<file path="config.mk">
export PLATFORM = sky130hd
export DESIGN_NAME = adc_conversion_control
export DESIGN_NICKNAME = d
export VERILOG_FILES = /design/src/hw/adc_pkg.sv /design/src/hw/conv_if.sv /design/src/hw/conv_clock_gen.sv /design/src/hw/sar_engine.sv /design/src/hw/adc_conversion_control.sv
export VERILOG_INCLUDE_DIRS = /design/src /design/src/hw
export SDC_FILE = /design/constraint.sdc
export NUM_CORES = 1
export LEC_CHECK = 0
export BUFFER_PORTS_ARGS = -buffer_cell sky130_fd_sc_hd__buf_4
export CORE_UTILIZATION = 49
export DETAILED_ROUTE_END_ITERATION = 7
export GPL_TIMING_DRIVEN = 0
export PLACE_DENSITY = 0.76
export SLEW_MARGIN = 20
export SYNTH_ARGS = -nofsm -noshare
export SYNTH_HDL_FRONTEND = slang
export SYNTH_SLANG_ARGS = --single-unit
</file>
<file path="constraint.sdc">
create_clock -name ref_clk_in -period 6.35 [get_ports ref_clk_in]
set_input_delay 0.9525 -clock ref_clk_in [delete_from_list [all_inputs] [get_ports ref_clk_in]]
set_output_delay 0.9525 -clock ref_clk_in [all_outputs]
set_load 0.05 [all_outputs]
</file>
<file path="src/hw/adc_regs.svh">
// Purpose: register indexes, field positions, reset values, timing counts
// Assumes: 32-bit classic Wishbone, byte address = 4 * register index
// Notes: definitions only
`ifndef ADC_REGS_SVH
`define ADC_REGS_SVH

// ****************************************
// register indexes
// ****************************************
`define IDX_WIDTH 6
`define IDX_CONVERTER_CONTROL 6'h1f
`define IDX_RESULT_HIGH 6'h1e
`define IDX_RESULT_LOW 6'h1d
`define IDX_PIN_FUNCTION_CONFIG 6'h1c
`define IDX_INT_STATUS 6'h1b
`define IDX_INT_MASK 6'h1a

// ****************************************
// converter_control fields
// ****************************************
`define CTRL_CLK_MSB 7
`define CTRL_CLK_LSB 6
`define CTRL_CH_MSB 5
`define CTRL_CH_LSB 3
`define CTRL_GO_BIT 2
`define CTRL_ON_BIT 0
`define CTRL_RESET 8'h00

// ****************************************
// pin_function_config fields
// ****************************************
`define PIN_ANALOG_MSB 7
`define PIN_REF_MSB 9
`define PIN_REF_LSB 8
`define PIN_CFG_RESET 10'h000
`define LOW_REF_CHANNEL 2
`define HIGH_REF_CHANNEL 3

// ****************************************
// interrupt fields
// ****************************************
`define INT_DONE_BIT 0
`define INT_ABORT_BIT 1
`define INT_RESET 2'h0

// ****************************************
// conversion and timing
// ****************************************
`define RESULT_BITS 10
`define MAX_CHANNELS 8
`define DIV2_CYCLES 2
`define DIV8_CYCLES 8
`define DIV32_CYCLES 32
`define CLK_PERIOD_NS 100
`define RC_PERIOD_NS 4000
`define RC_DIV_CYCLES ((`RC_PERIOD_NS) / (`CLK_PERIOD_NS))
`define SAR_SETTLE_CYCLES 3

`endif

</file>
<file path="src/hw/adc_pkg.sv">
// Purpose: types shared by the converter control modules
// Assumes: adc_regs.svh holds every number
// Notes: none
package adc_pkg;
  `include "adc_regs.svh"

  typedef enum logic [1:0] {
    CLK_DIV2 = 2'b00,
    CLK_DIV8 = 2'b01,
    CLK_DIV32 = 2'b10,
    CLK_RC = 2'b11
  } conv_clock_type;

  typedef enum logic [1:0] {
    SAR_IDLE = 2'b00,
    SAR_SAMPLE = 2'b01,
    SAR_TRIAL = 2'b10
  } sar_phase_type;

  typedef struct packed {
    sar_phase_type phase;
    logic [`RESULT_BITS-1:0] result;
    logic [3:0] bit_idx;
    logic [1:0] settle;
    logic done;
  } sar_state_type;

  typedef struct packed {
    logic [7:0] cnt;
    logic tick;
  } clk_gen_state_type;

  typedef struct packed {
    logic ack;
    logic [31:0] dat;
    conv_clock_type clk_sel;
    logic [2:0] ch_sel;
    logic power_on;
    logic busy;
    logic finishing;
    logic start;
    logic abort;
    logic [`RESULT_BITS-1:0] result;
    logic [`PIN_REF_MSB:0] pin_cfg;
    logic [1:0] int_status;
    logic [1:0] int_mask;
    logic comp_s1;
    logic comp_s2;
  } ctrl_state_type;
endpackage

</file>
<file path="src/hw/conv_if.sv">
// Purpose: link between converter control and the approximation engine
// Assumes: one clock domain
// Notes: tick paces the engine, done is a one-cycle pulse
`timescale 1ns/10ps
`include "adc_regs.svh"
interface conv_if;
  import adc_pkg::*;
  logic start;
  logic abort;
  logic tick;
  logic comp;
  logic done;
  logic busy;
  logic sampling;
  logic [`RESULT_BITS-1:0] result;
  logic [`RESULT_BITS-1:0] trial;
  modport ctrl (output start, output abort, output tick, output comp,
                input done, input busy, input sampling, input result,
                input trial);
  modport engine (input start, input abort, input tick, input comp,
                  output done, output busy, output sampling,
                  output result, output trial);
endinterface

</file>
<file path="src/hw/conv_clock_gen.sv">
// Purpose: conversion tick from divided system clock or internal RC clock
// Assumes: rc oscillator modelled as a fixed divide of ref_clk_in
// Notes: divided ticks stop in sleep, rc ticks keep running
`timescale 1ns/10ps
`include "adc_regs.svh"
module conv_clock_gen
  import adc_pkg::*;
#(
  parameter int RC_DIV = `RC_DIV_CYCLES
) (
  input wire logic ref_clk_in,
  input wire logic reset_n_in,
  input wire conv_clock_type clk_sel_in,
  input wire logic power_on_in,
  input wire logic sleep_in,
  output logic tick_out
);
  if (RC_DIV < 2 || RC_DIV > 256) begin : g_check
    $error("RC_DIV out of range");
  end

  clk_gen_state_type st_reg;
  clk_gen_state_type st_next;
  logic [7:0] limit;
  logic run;

  always_comb begin
    unique case (clk_sel_in)
      CLK_DIV2: limit = 8'(`DIV2_CYCLES - 1);
      CLK_DIV8: limit = 8'(`DIV8_CYCLES - 1);
      CLK_DIV32: limit = 8'(`DIV32_CYCLES - 1);
      CLK_RC: limit = 8'(RC_DIV - 1);
    endcase
    // system clock halts in sleep, only the rc source survives
    run = power_on_in && (!sleep_in || clk_sel_in == CLK_RC);
    st_next = st_reg;
    st_next.tick = 1'b0;
    if (!run) begin
      st_next.cnt = 8'h00;
    end else if (st_reg.cnt >= limit) begin
      st_next.cnt = 8'h00;
      st_next.tick = 1'b1;
    end else begin
      st_next.cnt = st_reg.cnt + 8'h01;
    end
  end

  always_ff @(posedge ref_clk_in or negedge reset_n_in) begin
    if (!reset_n_in) begin
      st_reg <= '0;
    end else begin
      st_reg <= st_next;
    end
  end

  assign tick_out = st_reg.tick;
endmodule

</file>
<file path="src/hw/sar_engine.sv">
// Purpose: sample, then resolve at most one result bit per conversion tick
// Assumes: comp is high when the input is at or above the trial code
// Notes: each trial waits a settle time so the synced comparator is fresh
`timescale 1ns/10ps
`include "adc_regs.svh"
module sar_engine
  import adc_pkg::*;
(
  input wire logic ref_clk_in,
  input wire logic reset_n_in,
  conv_if.engine cif
);
  sar_state_type st_reg;
  sar_state_type st_next;

  always_comb begin
    st_next = st_reg;
    st_next.done = 1'b0;
    if (st_reg.settle != 2'h0) begin
      st_next.settle = st_reg.settle - 2'h1;
    end
    if (cif.abort) begin
      st_next.phase = SAR_IDLE;
    end else begin
      unique case (st_reg.phase)
        SAR_IDLE: begin
          if (cif.start) begin
            st_next.phase = SAR_SAMPLE;
            st_next.result = '0;
          end
        end
        SAR_SAMPLE: begin
          if (cif.tick) begin
            st_next.phase = SAR_TRIAL;
            st_next.bit_idx = 4'(`RESULT_BITS - 1);
            st_next.settle = 2'(`SAR_SETTLE_CYCLES);
          end
        end
        SAR_TRIAL: begin
          if (cif.tick && st_reg.settle == 2'h0) begin
            st_next.result[st_reg.bit_idx] = cif.comp;
            st_next.settle = 2'(`SAR_SETTLE_CYCLES);
            if (st_reg.bit_idx == 4'h0) begin
              st_next.phase = SAR_IDLE;
              st_next.done = 1'b1;
            end else begin
              st_next.bit_idx = st_reg.bit_idx - 4'h1;
            end
          end
        end
        default: st_next.phase = SAR_IDLE;
      endcase
    end
  end

  always_ff @(posedge ref_clk_in or negedge reset_n_in) begin
    if (!reset_n_in) begin
      st_reg <= '0;
    end else begin
      st_reg <= st_next;
    end
  end

  assign cif.done = st_reg.done;
  assign cif.busy = st_reg.phase != SAR_IDLE;
  assign cif.sampling = st_reg.phase == SAR_SAMPLE;
  assign cif.result = st_reg.result;
  assign cif.trial = (st_reg.phase == SAR_TRIAL) ?
                     (st_reg.result | (`RESULT_BITS'(1) << st_reg.bit_idx)) :
                     '0;
endmodule

</file>
<file path="src/hw/adc_conversion_control.sv">
// Purpose: register file and sequencing of a 10-bit SAR converter
// Assumes: classic Wishbone slave, one clock, analog front end outside
// Notes: byte address of a register is four times its index
`timescale 1ns/10ps
`include "adc_regs.svh"
module adc_conversion_control
  import adc_pkg::*;
#(
  parameter int NUM_CHANNELS = `MAX_CHANNELS,
  parameter int RC_DIV = `RC_DIV_CYCLES
) (
  input wire logic ref_clk_in,
  input wire logic reset_n_in,
  input wire logic wb_cyc_in,
  input wire logic wb_stb_in,
  input wire logic wb_we_in,
  input wire logic [7:0] wb_adr_in,
  input wire logic [3:0] wb_sel_in,
  input wire logic [31:0] wb_dat_in,
  output logic [31:0] wb_dat_out,
  output logic wb_ack_out,
  input wire logic sleep_in,
  input wire logic comparator_in,
  output logic sample_hold_out,
  output logic [`RESULT_BITS-1:0] trial_code_out,
  output logic [`MAX_CHANNELS-1:0] channel_enable_out,
  output logic [`MAX_CHANNELS-1:0] analog_pin_enable_out,
  output logic high_ref_from_pin_out,
  output logic low_ref_from_pin_out,
  output logic converter_power_on_out,
  output logic conversion_busy_out,
  output logic irq_out
);
  // ****************************************
  // elaboration checks
  // ****************************************
  if (NUM_CHANNELS != 5 && NUM_CHANNELS != `MAX_CHANNELS) begin : g_check
    $error("NUM_CHANNELS must be 5 or 8");
  end

  // ****************************************
  // functions
  // ****************************************
  // channels above the fitted count do not exist
  function automatic logic [`MAX_CHANNELS-1:0] fitted_mask();
    logic [`MAX_CHANNELS-1:0] m;
    m = '0;
    for (int i = 0; i < `MAX_CHANNELS; i++) begin
      m[i] = (i < NUM_CHANNELS);
    end
    return m;
  endfunction

  function automatic logic [`MAX_CHANNELS-1:0] one_hot(
    input logic [2:0] idx
  );
    logic [`MAX_CHANNELS-1:0] v;
    v = '0;
    v[idx] = 1'b1;
    return v;
  endfunction

  function automatic logic [7:0] lane_mask(input logic [3:0] sel);
    return {8{sel[0]}};
  endfunction

  // ****************************************
  // state
  // ****************************************
  ctrl_state_type st_reg;
  ctrl_state_type st_next;
  conv_clock_type wr_clk;
  logic [5:0] idx;
  logic req;
  logic wr;
  logic ctrl_wr;
  logic [7:0] ctrl_byte;
  logic [7:0] ctrl_view;
  logic [1:0] events;
  logic [1:0] ref_mode;
  logic go_req;
  logic tick;
  logic [7:0] clear_bits;

  conv_if cif();

  // ****************************************
  // bus decode
  // ****************************************
  assign idx = wb_adr_in[7:2];
  assign req = wb_cyc_in && wb_stb_in;
  // a write lands on the edge where ack is seen high
  assign wr = req && wb_we_in && st_reg.ack;
  assign ctrl_wr = wr && wb_sel_in[0] && idx == `IDX_CONVERTER_CONTROL;
  assign ctrl_byte = wb_dat_in[7:0];
  assign wr_clk = conv_clock_type'(ctrl_byte[`CTRL_CLK_MSB:`CTRL_CLK_LSB]);
  assign go_req = ctrl_byte[`CTRL_GO_BIT] && ctrl_byte[`CTRL_ON_BIT];
  // only bits written as one on an enabled lane are cleared
  assign clear_bits = wb_dat_in[7:0] & lane_mask(wb_sel_in);

  // go reads high through the cycle where the result is stored
  always_comb begin
    ctrl_view = '0;
    ctrl_view[`CTRL_CLK_MSB:`CTRL_CLK_LSB] = st_reg.clk_sel;
    ctrl_view[`CTRL_CH_MSB:`CTRL_CH_LSB] = st_reg.ch_sel;
    ctrl_view[`CTRL_GO_BIT] = st_reg.busy;
    ctrl_view[`CTRL_ON_BIT] = st_reg.power_on;
  end

  // ****************************************
  // next state
  // ****************************************
  always_comb begin
    st_next = st_reg;
    st_next.start = 1'b0;
    st_next.abort = 1'b0;
    st_next.finishing = 1'b0;
    events = '0;

    // wishbone: one wait cycle, registered ack and read data
    st_next.ack = req && !st_reg.ack;
    if (req && !st_reg.ack) begin
      st_next.dat = '0;
      unique case (idx)
        `IDX_CONVERTER_CONTROL: st_next.dat[7:0] = ctrl_view;
        `IDX_RESULT_HIGH:
          st_next.dat[1:0] = st_reg.result[`RESULT_BITS-1:8];
        `IDX_RESULT_LOW: st_next.dat[7:0] = st_reg.result[7:0];
        `IDX_PIN_FUNCTION_CONFIG:
          st_next.dat[`PIN_REF_MSB:0] = st_reg.pin_cfg;
        `IDX_INT_STATUS: st_next.dat[1:0] = st_reg.int_status;
        `IDX_INT_MASK: st_next.dat[1:0] = st_reg.int_mask;
        default: st_next.dat = '0;
      endcase
    end

    // control register write
    if (ctrl_wr) begin
      st_next.clk_sel = wr_clk;
      st_next.ch_sel = ctrl_byte[`CTRL_CH_MSB:`CTRL_CH_LSB];
      st_next.power_on = ctrl_byte[`CTRL_ON_BIT];
      if (!st_reg.busy && go_req) begin
        st_next.busy = 1'b1;
        st_next.start = 1'b1;
      end else if (st_reg.busy && !st_reg.finishing && !go_req) begin
        // clearing go or power mid conversion drops the result
        st_next.busy = 1'b0;
        st_next.abort = 1'b1;
        events[`INT_ABORT_BIT] = 1'b1;
      end
    end

    // pin configuration write, two byte lanes
    if (wr && idx == `IDX_PIN_FUNCTION_CONFIG) begin
      if (wb_sel_in[0]) begin
        st_next.pin_cfg[7:0] = wb_dat_in[7:0];
      end
      if (wb_sel_in[1]) begin
        st_next.pin_cfg[`PIN_REF_MSB:`PIN_REF_LSB] =
          wb_dat_in[`PIN_REF_MSB:`PIN_REF_LSB];
      end
    end

    // completion: result lands first, go clears one cycle later
    if (cif.done && st_reg.busy) begin
      st_next.result = cif.result;
      st_next.finishing = 1'b1;
      events[`INT_DONE_BIT] = 1'b1;
    end
    if (st_reg.finishing) begin
      st_next.busy = 1'b0;
    end

    if (wr && idx == `IDX_INT_MASK && wb_sel_in[0]) begin
      st_next.int_mask = wb_dat_in[1:0];
    end
    // set wins over a write-one-to-clear in the same cycle
    st_next.int_status = st_reg.int_status;
    if (wr && idx == `IDX_INT_STATUS && wb_sel_in[0]) begin
      st_next.int_status = st_reg.int_status & ~clear_bits[1:0];
    end
    st_next.int_status = st_next.int_status | events;

    // comparator arrives from the analog side, resynchronise
    st_next.comp_s1 = comparator_in;
    st_next.comp_s2 = st_reg.comp_s1;
  end

  // ****************************************
  // registers
  // ****************************************
  always_ff @(posedge ref_clk_in or negedge reset_n_in) begin
    if (!reset_n_in) begin
      st_reg <= '0;
      st_reg.clk_sel <= CLK_DIV2;
      st_reg.pin_cfg <= `PIN_CFG_RESET;
      st_reg.int_status <= `INT_RESET;
      st_reg.int_mask <= `INT_RESET;
    end else begin
      st_reg <= st_next;
    end
  end

  // ****************************************
  // submodules
  // ****************************************
  assign cif.start = st_reg.start;
  assign cif.abort = st_reg.abort;
  assign cif.tick = tick;
  assign cif.comp = st_reg.comp_s2;

  conv_clock_gen #(
    .RC_DIV(RC_DIV)
  ) u_clock (
    .ref_clk_in(ref_clk_in),
    .reset_n_in(reset_n_in),
    .clk_sel_in(st_reg.clk_sel),
    .power_on_in(st_reg.power_on),
    .sleep_in(sleep_in),
    .tick_out(tick)
  );

  sar_engine u_engine (
    .ref_clk_in(ref_clk_in),
    .reset_n_in(reset_n_in),
    .cif(cif)
  );

  // ****************************************
  // outputs
  // ****************************************
  assign ref_mode = st_reg.pin_cfg[`PIN_REF_MSB:`PIN_REF_LSB];
  // 00 rails, 01 high pin, 10 both pins, 11 low pin only
  assign high_ref_from_pin_out = ref_mode == 2'b01 ||
                                 ref_mode == 2'b10;
  assign low_ref_from_pin_out = ref_mode == 2'b10 ||
                                ref_mode == 2'b11;

  // a reference pin is forced analog whatever its own bit says
  always_comb begin
    analog_pin_enable_out = st_reg.pin_cfg[`PIN_ANALOG_MSB:0];
    if (high_ref_from_pin_out) begin
      analog_pin_enable_out[`HIGH_REF_CHANNEL] = 1'b1;
    end
    if (low_ref_from_pin_out) begin
      analog_pin_enable_out[`LOW_REF_CHANNEL] = 1'b1;
    end
    analog_pin_enable_out = analog_pin_enable_out & fitted_mask();
  end

  // mux stays open only while powered; absent channels never route
  assign channel_enable_out = st_reg.power_on ?
                              (one_hot(st_reg.ch_sel) & fitted_mask()) :
                              '0;
  assign sample_hold_out = cif.sampling;
  assign trial_code_out = cif.trial;
  assign converter_power_on_out = st_reg.power_on;
  assign conversion_busy_out = st_reg.busy;
  assign irq_out = |(st_reg.int_status & st_reg.int_mask);
  assign wb_ack_out = st_reg.ack;
  assign wb_dat_out = st_reg.dat;
endmodule

</file>
==> run summary <==
Critical path data required time - 5.40 ns
Detailed placer's ending HPWL - 6.66 mm
Ranking of synthesized cells by area - dfrtp_1 (45%), mux2_2 (7.3%), buf_4 (6.8%)
Post-synth top area share - 0.449
Slowest CP cell - dfrtp_1
Post-CTS Resized - 0
Die Area - 8910 sq um
Async S/R FF share, synth - 1.00
Setup-failing EPs final - 0
Top delay family on crit path - buffers and inverters
Die Span Y - 94.4 microns
CP max stage delay - 0.41 ns
Global-route wire length before repair - 14.7 mm
Gate Count Post-Synth - 412
Num CTS Buffers - 9
Clk_skew - 0.00803 ns
Maxcap violations - 0
Worst Path Buf+Inv - 4
Via count - 3,278
Most common cell after layout, fill and taps aside - buf_4
Worst-path clk slew - 0.08 ns
Antenna violations before repair - 0
Die span in x - 94.4 microns
Initial DRC Count - 188
Clk sinks - 75
Peak VDD IR - 0.122 mV
Tcrit/Tclk final - 0.457
Cts hold-fix bufs - 0
Row cnt - 33
Max-Slew Margin vs Limit - 0.371
Number of global-route vias before repair - 3,152
Nets - 576
Setup tns final - 0 ns
Routed WL per cell - 14.6 microns
Layout cells sized above 1 - 0.307
WL final - 9.03 mm
Worst hold path class - reg -> reg
Synth Cell Area - 4180 sq um
Postcts setup bufs - 0
Crit path capture type - primary output
# IOs - 116
Pre-CTS setup slack - 3.58 ns
Flops & latches, synth - 75
Largest net degree at the start of global routing - 76
Number of nets with antenna violations after routing - 0
Sequential fraction of the synthesis area - 0.449
Slew Viols, Final - 0
Synthesis Warnings - 0
Fmax - 0.345 GHz
Power Density - 211 nW/um^2
Post-synth EDFFs - 0
Initial Utilization - 0.507
Least-Margin Pin Slew - 0.943 ns
DR pass1 iterations - 4
Post-synth cell types - 56
Post-synthesis average cell area - 10.2 sq um
Final total power - 1080 uW
Final hold viol count - 0
CP arrival - 1.95 ns
Grt ovf - 0
Worst Setup Start Kind - register
Clock Path Buffers - 2
Slack of the critical path - 3.45 ns
Drt drc - 0
TritonCTS clock tree - built
Drt via density - 5.30
Max reg flops - 17
Core footprint - 8260 sq um
Synthesis-to-layout area growth - 22.2%
All-layer global routing usage - 0.215
Ys flop type - dfrtp_1
Ant. Diodes - 0
Outcome - complete, no violations
Crit path cell chain - inv_1 > ha_1 > clkbuf_8 > clkbuf_1 > nor2b_1 > buf_4
Crit-path max FO - 10
Port-buffer cells - 65
Clock Latency Late Sink - 0.34 ns
Critical path class - reg -> out
RSZ-0062 raised after global routing - no
GPL Wtd Cong - 0.846
Leak - 0.00260 uW
CTS Root Cell - clkbuf_8
Most area-hungry cell type in the Yosys netlist - dfrtp_1
CTS H-tree depth - 3
Final min period - 2.90 ns
Commonest cells after routing, fill and taps aside - buf_4 (103), dfrtp_1 (75), nand2_1 (35)
## cell type report
class,instances,area [sq um]
buffer,49,339
clock buffer,11,151
clock inverter,4,73.8
fill,695,3150
inverter,16,60.1
multi-input combinational,294,1990
sequential,75,1880
tap,105,131
timing repair buffer,65,488
## layer usage
metal  wire length (microns)  GRT usage  up-vias
li1                        -          -     1569
met1                    3920      0.274     1591
met2                    4510      0.364      101
met3                     443     0.0386       17
met4                     150     0.0782        0
met5                       0          0        -
## cell families (layout without fill, tap and decap cells)
kind of cell,Yosys count,after routing,share of synthesized area
buffers and inverters,65,145,0.0954
muxes,47,47,0.124
AOI/OAI and AO/OA,59,59,0.0906
adders and majority gates,15,15,0.0449
and+or+nand+nor,145,145,0.185
other,1,23,0.000897
xor gates and xnor gates,5,5,0.0105
DFF,75,75,0.449
## where the power goes
group	switching, uW	internal [uW]	total, uW
Sequential	4.89	483	488
Combinational	123	58.0	181
Clock	169	241	410
Total	297	782	1080
## final timing paths
check | endpoint | cells after the start | start | slack, ns
worst max-delay path | trial_code_out[2] | 6 | u_engine.st_reg[17] | 3.45
worst min-delay path | cif.comp | 0 | st_next[0] | 0.36
worst max register to register | u_engine.cif.result[0] | 8 | u_engine.st_reg[17] | 3.98
worst min register to register | cif.comp | 0 | st_next[0] | 0.36
max in group asynchronous | wb_dat_out[5] | 1 | reset_n_in | 4.99
min in group asynchronous | u_engine.st_reg[18] | 1 | reset_n_in | 0.76
## Yosys cell counts (all sizes together), types with 2 or more instances
master / instances
a21oi: 17
o21ai: 15
o31ai: 4
nor2: 25
ha: 15
nand3b: 3
xnor2: 3
nor3: 9
or4: 5
xor2: 2
dfrtp: 75
nand2b: 12
nor2b: 10
a22o: 3
and3b: 2
nor4b: 2
nand2: 35
or2: 3
mux2i: 19
o21a: 3
clkbuf: 8
and2: 3
and3: 2
a32oi: 2
a211oi: 4
a21boi: 2
nor3b: 4
or3: 2
buf: 41
mux2: 27
nand3: 21
nand4b: 2
inv: 16
## per-stage QoR
| stage | instances | hold slack [ns] | utilization | instance area, sq um |
|---|---|---|---|---|
| floorplan | 434 | 0.331 | - | 4270 |
| global placement | 604 | 0.334 | 0.592 | 4880 |
| detailed placement | 604 | 0.340 | 0.592 | 4880 |
| CTS | 619 | 0.357 | 0.619 | 5110 |
| global route | 619 | 0.368 | 0.619 | 5110 |
| finish | 619 | 0.358 | 0.619 | 5110 |
(Power assumes the default switching activity.)
